**config.mk**
```make
export PLATFORM = sky130hd
export DESIGN_NAME = dsr_ctrl
export DESIGN_NICKNAME = d
export VERILOG_FILES = /design/src/rtl/dsr_pkg.sv /design/src/rtl/dsr_timer.sv /design/src/rtl/dsr_cycle_gen.sv /design/src/rtl/dsr_ctrl.sv
export SDC_FILE = /design/constraint.sdc
export NUM_CORES = 1
export LEC_CHECK = 0
export BUFFER_PORTS_ARGS = -buffer_cell sky130_fd_sc_hd__buf_2
export CORE_ASPECT_RATIO = 0.5
export CORE_UTILIZATION = 60
export DETAILED_ROUTE_END_ITERATION = 8
export PLACE_DENSITY = 0.77
export SLEW_MARGIN = 20
export SYNTH_ARGS = -nofsm -noshare
export SYNTH_HDL_FRONTEND = slang
export SYNTH_SLANG_ARGS = --single-unit
```
**constraint.sdc**
```tcl
create_clock -name core_clk -period 5.5 [get_ports core_clk]
set_clock_uncertainty 0.15 [all_clocks]
set_input_delay 0 -clock core_clk [delete_from_list [all_inputs] [get_ports core_clk]]
set_output_delay 0 -clock core_clk [all_outputs]
set_load 0.01 [all_outputs]
```
**src/rtl/dsr_pkg.sv**
```systemverilog
// Package for the self refresh handover controller
package dsr_pkg;
  localparam int CLK_MHZ = 250;
  localparam int ROW_BITS = 10;
  localparam int REFRESH_ROWS = 1024;
  localparam int PERIOD_US = 16400;
  localparam int LONG_SR_MS = 300;
  localparam int ROW_ONLY_GAP_US = 16;
  localparam int GAP_MARGIN_US = 2;
  localparam int DIST_GAP_US = ROW_ONLY_GAP_US - GAP_MARGIN_US;
  localparam int DIST_GAP_CYC = DIST_GAP_US * CLK_MHZ;
  localparam int BURST_WINDOW_US = PERIOD_US / 2;
  localparam longint BURST_WINDOW_CYC = longint'(BURST_WINDOW_US) * CLK_MHZ;
  localparam longint LONG_SR_CYC = longint'(LONG_SR_MS) * 1000 * CLK_MHZ;
  localparam int RAS_LOW_CYC = 20;
  localparam int RAS_HIGH_CYC = 20;
  localparam int CAS_LEAD_CYC = 3;
  localparam int TIMER_W = 40;
  localparam int PH_W = 6;
  typedef enum logic [1:0] {
    DSR_CBR_DIST, DSR_ROW_DIST, DSR_CBR_BURST, DSR_ROW_BURST
  } dsr_scheme_t;
  typedef struct packed {
    logic ras_n;
    logic cas_n;
    logic [ROW_BITS-1:0] addr;
  } dsr_pins_t;
endpackage

```
**src/rtl/dsr_timer.sv**
```systemverilog
// Elapsed cycle counter with restart and saturation
`timescale 1ns/1ps
module dsr_timer (
  // Clock and reset
  input wire logic core_clk,
  input wire logic rst,
  input wire logic ce,
  // Control
  input wire logic restart,
  // Count
  output logic [dsr_pkg::TIMER_W-1:0] count
);
  always_ff @(posedge core_clk or posedge rst) begin
    if (rst) begin
      count <= '0;
    end else if (ce) begin
      if (restart) begin
        count <= '0;
      end else if (count != '1) begin
        count <= count + 1'b1;
      end
    end
  end
endmodule

```
**src/rtl/dsr_cycle_gen.sv**
```systemverilog
// One refresh cycle waveform generator, cas-first or row-only
`timescale 1ns/1ps
module dsr_cycle_gen (
  // Clock and reset
  input wire logic core_clk,
  input wire logic rst,
  input wire logic ce,
  // Request
  input wire logic start,
  input wire logic cas_first,
  input wire logic [dsr_pkg::ROW_BITS-1:0] row,
  // Status and pins
  output logic busy,
  output logic ras_fall,
  output dsr_pkg::dsr_pins_t pins
);
  logic [dsr_pkg::PH_W-1:0] ph_reg;
  logic cbr_reg;
  localparam logic [dsr_pkg::PH_W-1:0] LOW_END =
    dsr_pkg::PH_W'(dsr_pkg::CAS_LEAD_CYC + dsr_pkg::RAS_LOW_CYC);
  localparam logic [dsr_pkg::PH_W-1:0] CYC_END =
    dsr_pkg::PH_W'(dsr_pkg::CAS_LEAD_CYC + dsr_pkg::RAS_LOW_CYC + dsr_pkg::RAS_HIGH_CYC);
  localparam logic [dsr_pkg::PH_W-1:0] LEAD =
    dsr_pkg::PH_W'(dsr_pkg::CAS_LEAD_CYC);
  always_ff @(posedge core_clk or posedge rst) begin
    if (rst) begin
      ph_reg <= '0;
      busy <= 1'b0;
      cbr_reg <= 1'b0;
    end else if (ce) begin
      if (!busy && start) begin
        busy <= 1'b1;
        ph_reg <= '0;
        cbr_reg <= cas_first;
      end else if (busy) begin
        if (ph_reg == CYC_END) begin
          busy <= 1'b0;
        end
        ph_reg <= ph_reg + 1'b1;
      end
    end
  end
  // Cas leads ras for cas-first; row-only holds cas high and drives the row
  always_ff @(posedge core_clk or posedge rst) begin
    if (rst) begin
      pins <= '{ras_n: 1'b1, cas_n: 1'b1, addr: '0};
      ras_fall <= 1'b0;
    end else if (ce) begin
      ras_fall <= busy && ph_reg == LEAD;
      pins.ras_n <= !(busy && ph_reg >= LEAD && ph_reg < LOW_END);
      pins.cas_n <= !(busy && cbr_reg && ph_reg < LOW_END);
      if (!busy && start) begin
        pins.addr <= row;
      end
    end
  end
endmodule

```
**src/rtl/dsr_ctrl.sv**
```systemverilog
// Refresh scheduler that hands a dram into and out of self refresh
// Behaviour
// Long self refresh of 300 ms or more forces the long-case catch-up limits.
// Cas-first distributed: over 1024 spaced cycles every 16.4 ms.
// Row-only distributed: all 1024 row addresses, spaced, within 16.4 ms.
// Cas-first distributed entry gap: last refresh fall to self refresh fall.
// Cas-first distributed exit gap; entry plus exit gap within 16.4 ms.
// Row-only distributed: enter self refresh within 16 us of last fall.
// Row-only distributed: first refresh within 16 us of self refresh exit.
// Cas-first burst: over 1024 back-to-back cycles within 16.4 ms.
// Row-only burst: 1024 back-to-back cycles stepping all rows in 16.4 ms.
// Cas-first burst: burst-to-entry and exit-to-burst gaps each within 16.4 ms.
// Row-only burst: both burst gaps together within 16.4 ms.
// After 300 ms or longer self refresh, full refresh within 16.4 ms of exit.
// After every exit, 1024 refresh cycles within 16.4 ms of ras rising.
// Own-clock counters track time since last refresh and since exit.
`timescale 1ns/1ps
module dsr_ctrl (
  // Clock and reset
  input wire logic core_clk,
  input wire logic rst,
  input wire logic ce,
  // User control
  input wire logic [1:0] scheme,
  input wire logic sr_req,
  // Status
  output logic in_self_refresh,
  output logic catchup_busy,
  output logic long_sr_seen,
  // Dram pins
  output logic ras_n,
  output logic cas_n,
  output logic [dsr_pkg::ROW_BITS-1:0] addr
);
  typedef enum logic [2:0] {
    ST_RUN, ST_PRE_BURST, ST_ENTER, ST_SELF, ST_EXIT, ST_CATCHUP
  } dsr_state_t;
  dsr_state_t state_reg;
  dsr_pkg::dsr_scheme_t mode_reg;
  logic [dsr_pkg::ROW_BITS:0] cnt_reg;
  logic [dsr_pkg::ROW_BITS-1:0] row_reg;
  logic gen_start;
  logic gen_cas_first;
  logic gen_busy;
  logic gen_fall;
  dsr_pkg::dsr_pins_t gen_pins;
  logic [dsr_pkg::TIMER_W-1:0] since_ref;
  logic [dsr_pkg::TIMER_W-1:0] since_exit;
  logic exit_restart;
  logic sr_fall_reg;
  logic sr_ras_n_reg;
  logic sr_cas_n_reg;
  localparam logic [dsr_pkg::TIMER_W-1:0] DIST_GAP =
    dsr_pkg::TIMER_W'(dsr_pkg::DIST_GAP_CYC);
  localparam logic [dsr_pkg::TIMER_W-1:0] LONG_SR =
    dsr_pkg::TIMER_W'(dsr_pkg::LONG_SR_CYC);
  localparam logic [dsr_pkg::ROW_BITS:0] ALL_ROWS =
    (dsr_pkg::ROW_BITS+1)'(dsr_pkg::REFRESH_ROWS);

  function automatic logic is_burst(input dsr_pkg::dsr_scheme_t m);
    return m == dsr_pkg::DSR_CBR_BURST || m == dsr_pkg::DSR_ROW_BURST;
  endfunction
  function automatic logic is_cbr(input dsr_pkg::dsr_scheme_t m);
    return m == dsr_pkg::DSR_CBR_DIST || m == dsr_pkg::DSR_CBR_BURST;
  endfunction

  dsr_timer u_since_ref (
    .core_clk(core_clk),
    .rst(rst),
    .ce(ce),
    .restart(gen_fall),
    .count(since_ref)
  );
  dsr_timer u_since_exit (
    .core_clk(core_clk),
    .rst(rst),
    .ce(ce),
    .restart(exit_restart),
    .count(since_exit)
  );
  dsr_cycle_gen u_gen (
    .core_clk(core_clk),
    .rst(rst),
    .ce(ce),
    .start(gen_start),
    .cas_first(gen_cas_first),
    .row(row_reg),
    .busy(gen_busy),
    .ras_fall(gen_fall),
    .pins(gen_pins)
  );

  assign gen_cas_first = is_cbr(mode_reg);
  assign exit_restart = state_reg == ST_SELF && !sr_req;

  // Distributed refresh every DIST_GAP keeps 1024 rows well inside 16.4 ms
  always_comb begin
    gen_start = 1'b0;
    unique case (state_reg)
      // No new cycle once entry is asked for, so entry never overlaps a refresh
      ST_RUN: gen_start = !gen_busy && !sr_req && since_ref >= DIST_GAP; // see R2 see R3
      ST_PRE_BURST: gen_start = !gen_busy && cnt_reg != ALL_ROWS; // see R8
      ST_ENTER: gen_start = 1'b0;
      ST_SELF: gen_start = 1'b0;
      ST_EXIT: gen_start = 1'b0;
      ST_CATCHUP: gen_start = !gen_busy && cnt_reg != ALL_ROWS;
    endcase
  end

  always_ff @(posedge core_clk or posedge rst) begin
    if (rst) begin
      state_reg <= ST_RUN;
      mode_reg <= dsr_pkg::DSR_CBR_DIST;
      cnt_reg <= '0;
    end else if (ce) begin
      unique case (state_reg)
        ST_RUN: begin
          if (!gen_busy) begin
            mode_reg <= dsr_pkg::dsr_scheme_t'(scheme);
          end
          if (sr_req && !gen_busy) begin
            cnt_reg <= '0;
            // Burst schemes refresh everything right before entry
            state_reg <= is_burst(dsr_pkg::dsr_scheme_t'(scheme)) ? ST_PRE_BURST : ST_ENTER;
          end
        end
        ST_PRE_BURST: begin
          if (gen_start) begin
            cnt_reg <= cnt_reg + 1'b1;
          end
          if (cnt_reg == ALL_ROWS && !gen_busy) begin
            state_reg <= ST_ENTER; // see R10
          end
        end
        ST_ENTER: begin
          state_reg <= ST_SELF; // see R4
        end
        ST_SELF: begin
          if (!sr_req) begin
            state_reg <= ST_EXIT;
          end
        end
        ST_EXIT: begin
          // Ras high for one precharge before the catch-up starts
          if (since_exit >= dsr_pkg::TIMER_W'(dsr_pkg::RAS_HIGH_CYC)) begin
            cnt_reg <= '0;
            state_reg <= ST_CATCHUP; // see R5
          end
        end
        ST_CATCHUP: begin
          if (gen_start) begin
            cnt_reg <= cnt_reg + 1'b1;
          end
          if (cnt_reg == ALL_ROWS && !gen_busy) begin
            state_reg <= ST_RUN; // see R12
          end
        end
      endcase
    end
  end

  // Row counter wraps over all ten-bit rows
  always_ff @(posedge core_clk or posedge rst) begin
    if (rst) begin
      row_reg <= '0;
    end else if (ce && gen_start) begin
      row_reg <= row_reg + 1'b1; // see R3
    end
  end

  // Self refresh strobe: cas low first, then ras held low
  always_ff @(posedge core_clk or posedge rst) begin
    if (rst) begin
      sr_ras_n_reg <= 1'b1;
      sr_cas_n_reg <= 1'b1;
      sr_fall_reg <= 1'b0;
    end else if (ce) begin
      sr_fall_reg <= state_reg == ST_ENTER;
      sr_cas_n_reg <= !(state_reg == ST_ENTER || state_reg == ST_SELF);
      sr_ras_n_reg <= !(sr_fall_reg || (state_reg == ST_SELF && !sr_cas_n_reg));
    end
  end

  // Long self refresh flag; catch-up is always a full refresh anyway
  always_ff @(posedge core_clk or posedge rst) begin
    if (rst) begin
      long_sr_seen <= 1'b0;
    end else if (ce) begin
      if (state_reg == ST_ENTER) begin
        long_sr_seen <= 1'b0;
      end else if (state_reg == ST_SELF && since_ref >= LONG_SR) begin
        long_sr_seen <= 1'b1; // see R1
      end
    end
  end

  always_ff @(posedge core_clk or posedge rst) begin
    if (rst) begin
      ras_n <= 1'b1;
      cas_n <= 1'b1;
      addr <= '0;
      in_self_refresh <= 1'b0;
      catchup_busy <= 1'b0;
    end else if (ce) begin
      ras_n <= gen_pins.ras_n && sr_ras_n_reg;
      cas_n <= gen_pins.cas_n && sr_cas_n_reg;
      addr <= gen_pins.addr;
      // Reported only once ras is really held low
      in_self_refresh <= state_reg == ST_SELF && !sr_ras_n_reg;
      catchup_busy <= state_reg == ST_EXIT || state_reg == ST_CATCHUP;
    end
  end

endmodule

```
# Word-level counts from Yosys, hierarchy flattened

Cells that the tools add are included.

Register bits: 145
Bits in latches: 0
RAM bits: 0
Bits in read-only memories: 0
Output and inout bits: 15
Memories kept: 0

Add/sub/neg operators: 5
$mul: 0
Divide/modulo/power cells: 0
$lt $le $gt $ge: 5
Equal/unequal tests: 20
Shifts and indexed selects: 0
Mux-type cells: 23
Bitwise gates (word level): 1
Reductions and logical operators: 48

Operators with widths:

| kind                  | number |
|---|---|
| $mux 40               | 4 |
| $add 40x1->40 const B | 2 |
| $ne 40x40->1 const B  | 2 |
| $ge 40x12->1 const B  | 1 |
| $ge 40x27->1 const B  | 1 |
| $ge 40x5->1 const B   | 1 |
| $mux 11               | 3 |
| $pmux 11 s3           | 1 |
| $logic_and 1x1->1     | 18 |
| $pmux 3 s6            | 1 |
| $mux 3                | 5 |
| $mux 6                | 2 |
| $add 11x1->11 const B | 1 |
| $eq 11x11->1 const B  | 1 |
| $ne 11x11->1 const B  | 1 |
| $add 10x1->10 const B | 1 |
| $ne 2x2->1 const B    | 5 |
| $reduce_and 2->1      | 5 |
| $logic_not 1->1       | 8 |
| $reduce_bool 2->1     | 4 |
| $add 6x1->6 const B   | 1 |
| $eq 2x2->1 const B    | 3 |
| $eq 3x2->1 const B    | 2 |
| $eq 3x3->1 const B    | 2 |
| 19 further kinds      | 27 |

# Longest topological paths before layout

Word-level depth: 7
Mapped depth: 9
Mapped depth without buffers: 8

# By module

From an unflattened synthesis, not the netlist that was laid out.

Cell total of the unflattened synthesis: 952
Area total of the unflattened synthesis: 8,500.7 µm²

Modules (own cells, without submodules):

| module                    | times used | cells an instance | area an instance (µm²) |
|---|---|---|---|
| dsr_timer at u_since_ref  | 1          | 317               | 2,702.6 |
| dsr_ctrl                  | 1          | 248               | 2,459.9 |
| dsr_timer at u_since_exit | 1          | 286               | 2,407.3 |
| dsr_cycle_gen             | 1          | 101               | 930.9 |

# Worst setup path after synthesis

No wires, ideal clock.

Kind: flip-flop to flip-flop
Start: register u_since_ref.count[28] (netlist bit)
End: register u_since_ref.count[12] (netlist bit)
Library setup time: 0.095 ns
Arrival time: 2.187 ns
Required time: 5.255 ns
Setup slack: 3.067 ns
Cell stages (with the launch flop): 10
Buffers on the path: 3
Clock period less this slack: 2.433 ns
Path through: dfrtp_1 -> buf_2 -> nand4_1 -> or3_4 -> or4_4 -> o21ai_2 -> buf_6 -> buf_4 -> o21ai_0 -> o31ai_1

Longest elaborated chain between the ends: 3

Ends and longest elaborated chain:

| what                        | RTL line        | text |
|---|---|---|
| from (decl)                 | dsr_timer.sv:11 | `output logic [dsr_pkg::TIMER_W-1:0] count` |
| from (signal assigned)      | dsr_timer.sv:20 | `count <= count + 1'b1;` |
| $ne 40x40->1                | dsr_timer.sv:19 | `end else if (count != '1) begin` |
| $reduce_bool 2->1 (no line) | --              |  |
| $reduce_and 2->1 (no line)  | --              |  |

No other way between the ends.
A chain may end at the register's enable or synchronous reset.

# Final worst setup path

Start: register state_reg[0]
End: register u_since_exit.count[17] (netlist bit)

Longest elaborated chain between the ends: 4

Ends and longest elaborated chain:

| what                        | RTL line        | text |
|---|---|---|
| from (decl)                 | dsr_ctrl.sv:38  | `dsr_state_t state_reg;` |
| from (signal assigned)      | dsr_ctrl.sv:124 | `state_reg <= is_burst(dsr_pkg::dsr_scheme_t'(scheme)) ? ST_PRE_BURST : ST_ENTER;` |
| $eq 3x2->1 *                | dsr_ctrl.sv:94  | `assign exit_restart = state_reg == ST_SELF && !sr_req;` |
| $logic_and 1x1->1 *         | dsr_ctrl.sv:94  |  |
| $reduce_bool 2->1 (no line) | --              |  |
| $reduce_and 2->1 (no line)  | --              |  |
| to (signal assigned)        | dsr_timer.sv:20 |  |
| to (decl)                   | dsr_timer.sv:11 |  |

Mark *: on every way between the ends. The rest lies on a longest branch, timed or not.

==> run summary <==
Status: finished with violations
Failing checks: design-rule violations
Critical path type: reg2reg
Yosys reg bits: 144
Tmin final: 3.388 ns
Cells resized by post-CTS repair: 0
Initial antenna violation count: 0
Slew headroom: 0.2984
Core area: 0.01284 mm^2
Xor-xnor portion of the synthesized cell area: 0.03608
Fmax: 295.2 MHz
Final hold violation count: 0
Hold WC Path Type: in2async
Slew @ Worst Pin: 1.049 ns
Global-route wire length before repair: 32.41 mm
Worst-path cell chain: and4bb_2 > nor2_1 > nand4_1 > o21ai_1 > or2_2 > o31ai_1
TNS Setup: 0 ns
IO buf count: 20
Internal Power: 1.976 mW
Main combinational cell family by area after synthesis: simple AND/OR/NAND/NOR gates
Drt first pass iters: 8
Number of clock sinks: 144
Iter 0 DRT Violations: 833
Placed instance area: 0.008170 mm^2
Final Instance Area: 0.008791 mm^2
Gpl congestion: 0.9565
Post-synthesis compound-gate area fraction: 0.1556
Hold buffers post-CTS: 4
Yosys warns: 0
Final-stage net count: 885
Worst-Skew Late Latency: 0.43 ns
ANT cells: 0
Drt total wl: 19.21 mm
Die X: 165.4 um
H-tree levels: 4
Largest net degree at the start of global routing: 75
Die area: 0.01384 mm^2
CTS Buf Count: 17
Req. time, crit path: 5.65 ns
Mapped cell area: 0.008010 mm^2
Met3 global-route usage: 0.05514
Final Worst Setup Slack: 2.112 ns
Max stage delay cell, worst path: o21ai_1
Power share of the clock group: 0.383
Worst Path Max Fanout: 16
Share of the synthesized area in the top cell type: 0.4311
Buf/Inv on CP: 0
Cell row count: 29
Cells after Synth: 868
Place WS: 2.174 ns
Synth top area cells: dfrtp_1 43%, o21ai_0 4.1%, nor2_1 3.5%, nand2_1 3.4%, mux2_2 3.4%
Worst setup EP type: flop
Registers with the most flip-flops: u_since_exit.count x40, u_since_ref.count x40, u_gen.pins x12
Number of routed nets with antenna violations: 0
RSZ-0062 raised after global routing: false
DRC viols: 2
Met2 GRT Util: 0.4534
P_sw: 968.7 uW
Leakage: 3.654 nW
GRT busiest layer: met2
Syn_area_per_cell: 9.228 um^2
Slew Limit Fails: 0
Part of the power in registers: 0.463
Simple-gate share of the synthesized area: 0.2588
Period utilisation layout: 0.6159
Initial Util: 0.6236
Total gr overflow: 0
Switching Fraction: 0.3290
Vias in the first global route: 6,538
Clock Tree Root: clkbuf_16
Post-synthesis mux area share: 0.04873
Detailed placement HPWL: 12.56 mm
Sequential fraction of the synthesis area: 0.4508
Maximum vdd drop: 0.0002470 V
MaxCap Viol Count: 0
Yosys cell types: 70
Delay-heaviest family, CP: simple AND/OR/NAND/NOR gates
Vias: 7,032
Most frequent cells in the layout: 138 x dfrtp_1, 75 x nor2_1, 72 x nand2_1
Fraction of layout cells with a size suffix above 1: 0.1188
Total track usage: 0.2951
Number of vias per cell: 6.672
CP startpoint kind: flop
I/O pins: 21
CTS tree: yes
Cell Pwr Density: 334.9 mW/mm^2
WL/cell: 18.23 um
Grt met1 use: 0.4224
Main synth FF type: dfrtp_1
Die Ht: 83.70 um
Crit path DAT: 3.54 ns
Synth Net Count: 882
Area growth from synthesis to layout: 9.747%
Clock transition at path regs: 0.06 ns
Worst path max stage delay: 0.98 ns
Setup violators final: 0
Combinational group share of total power: 0.154
Most common cell after layout, fill and taps aside: dfrtp_1
Post-synth EDFFs: 0
Yosys top cell by area: dfrtp_1
Async SR Flop Fraction: 1.000
Synth Area in Adders: 0.01250
Max clock buf depth: 2
Post-CTS setup buffer count: 0
[final cells by class]
class / instances / area (um^2)
Timing Repair Buffer: 28 / 170.2
Tap cell: 170 / 212.7
Clock buffer: 18 / 439.2
Inverter: 26 / 102.6
Fill cell: 999 / 4054
Sequential cell: 144 / 3611
Multi-Input combinational cell: 654 / 4121
Clock inverter: 14 / 133.9
[cells in the mapped netlist (all sizes together), types with 11 or more instances]
cell	n
a31oi	12
o31ai	26
nand2	72
nor4	32
or4	13
nand3	49
and3	18
inv	26
mux2	24
mux2i	12
xor2	14
buf	15
o21ai	68
clkbuf	29
a21oi	33
nor3	23
or3	17
and2	11
dfrtp	138
xnor2	19
nor2	75
nand4	41
[kinds of logic (layout without fill, tap and decap cells)]
group | Yosys count | in the layout
compound gates | 193 | 193
xor+xnor | 33 | 33
fa+ha+maj | 8 | 8
buf+inv | 70 | 86
flops | 144 | 144
mux | 36 | 36
simple gates | 384 | 384
[power by group through the flow]
stage	clock network (mW)	logic [mW]	registers, mW
after CTS	1.14	0.452	1.35
after detailed placement	0	0.446	1.37
after global routing	1.19	0.511	1.38
after floorplan	0	0.392	1.29
final	1.13	0.453	1.36
after global placement	0	0.427	1.36
[worst paths after layout]
kind                       slack, ns  cells past startpoint                                 end                      from
setup reg to reg                2.11                      6  u_since_exit.count[17]$_DFFE_PP0P_  state_reg[0]$_DFFE_PP0P_
max in group asynchronous       3.79                      4   u_since_exit.count[4]$_DFFE_PP0P_                       rst
hold / removal                  0.05                      3              cnt_reg[8]$_DFFE_PP0P_                       rst
setup / recovery                2.11                      6  u_since_exit.count[17]$_DFFE_PP0P_  state_reg[0]$_DFFE_PP0P_
min in group core_clk           0.07                      4          u_gen.pins[10]$_DFFE_PP1P_                        ce
hold reg to reg                 0.28                      1            sr_ras_n_reg$_DFFE_PP1P_   sr_fall_reg$_DFFE_PP0P_
[layer usage]
layer  up-vias  part of all wire
li1       3244                 -
met1      3442              0.46
met2       300              0.45
met3        46             0.072
met4         0             0.020
met5         -                 0
[per-stage QoR]
step,instances,hold WS (ns),utilization,total power [mW]
after detailed placement,1018,-0.02041,0.6361,1.816
after floorplan,868,0.0004530,-,1.680
after global routing,1054,0.1218,0.6844,3.076
final,1054,0.04593,0.6844,2.944
after CTS,1054,0.04928,0.6838,2.946
after global placement,1018,-0.01978,0.6349,1.790
[worst register-to-register path: cells and delay by family (launching register included)]
| family | cells | cell delay, ns |
|---|---|---|
| simple gates | 4 | 1.48 |
| flops | 1 | 0.55 |
| compound gates | 2 | 1.08 |
Note: power is estimated with default switching activity, not from simulation.
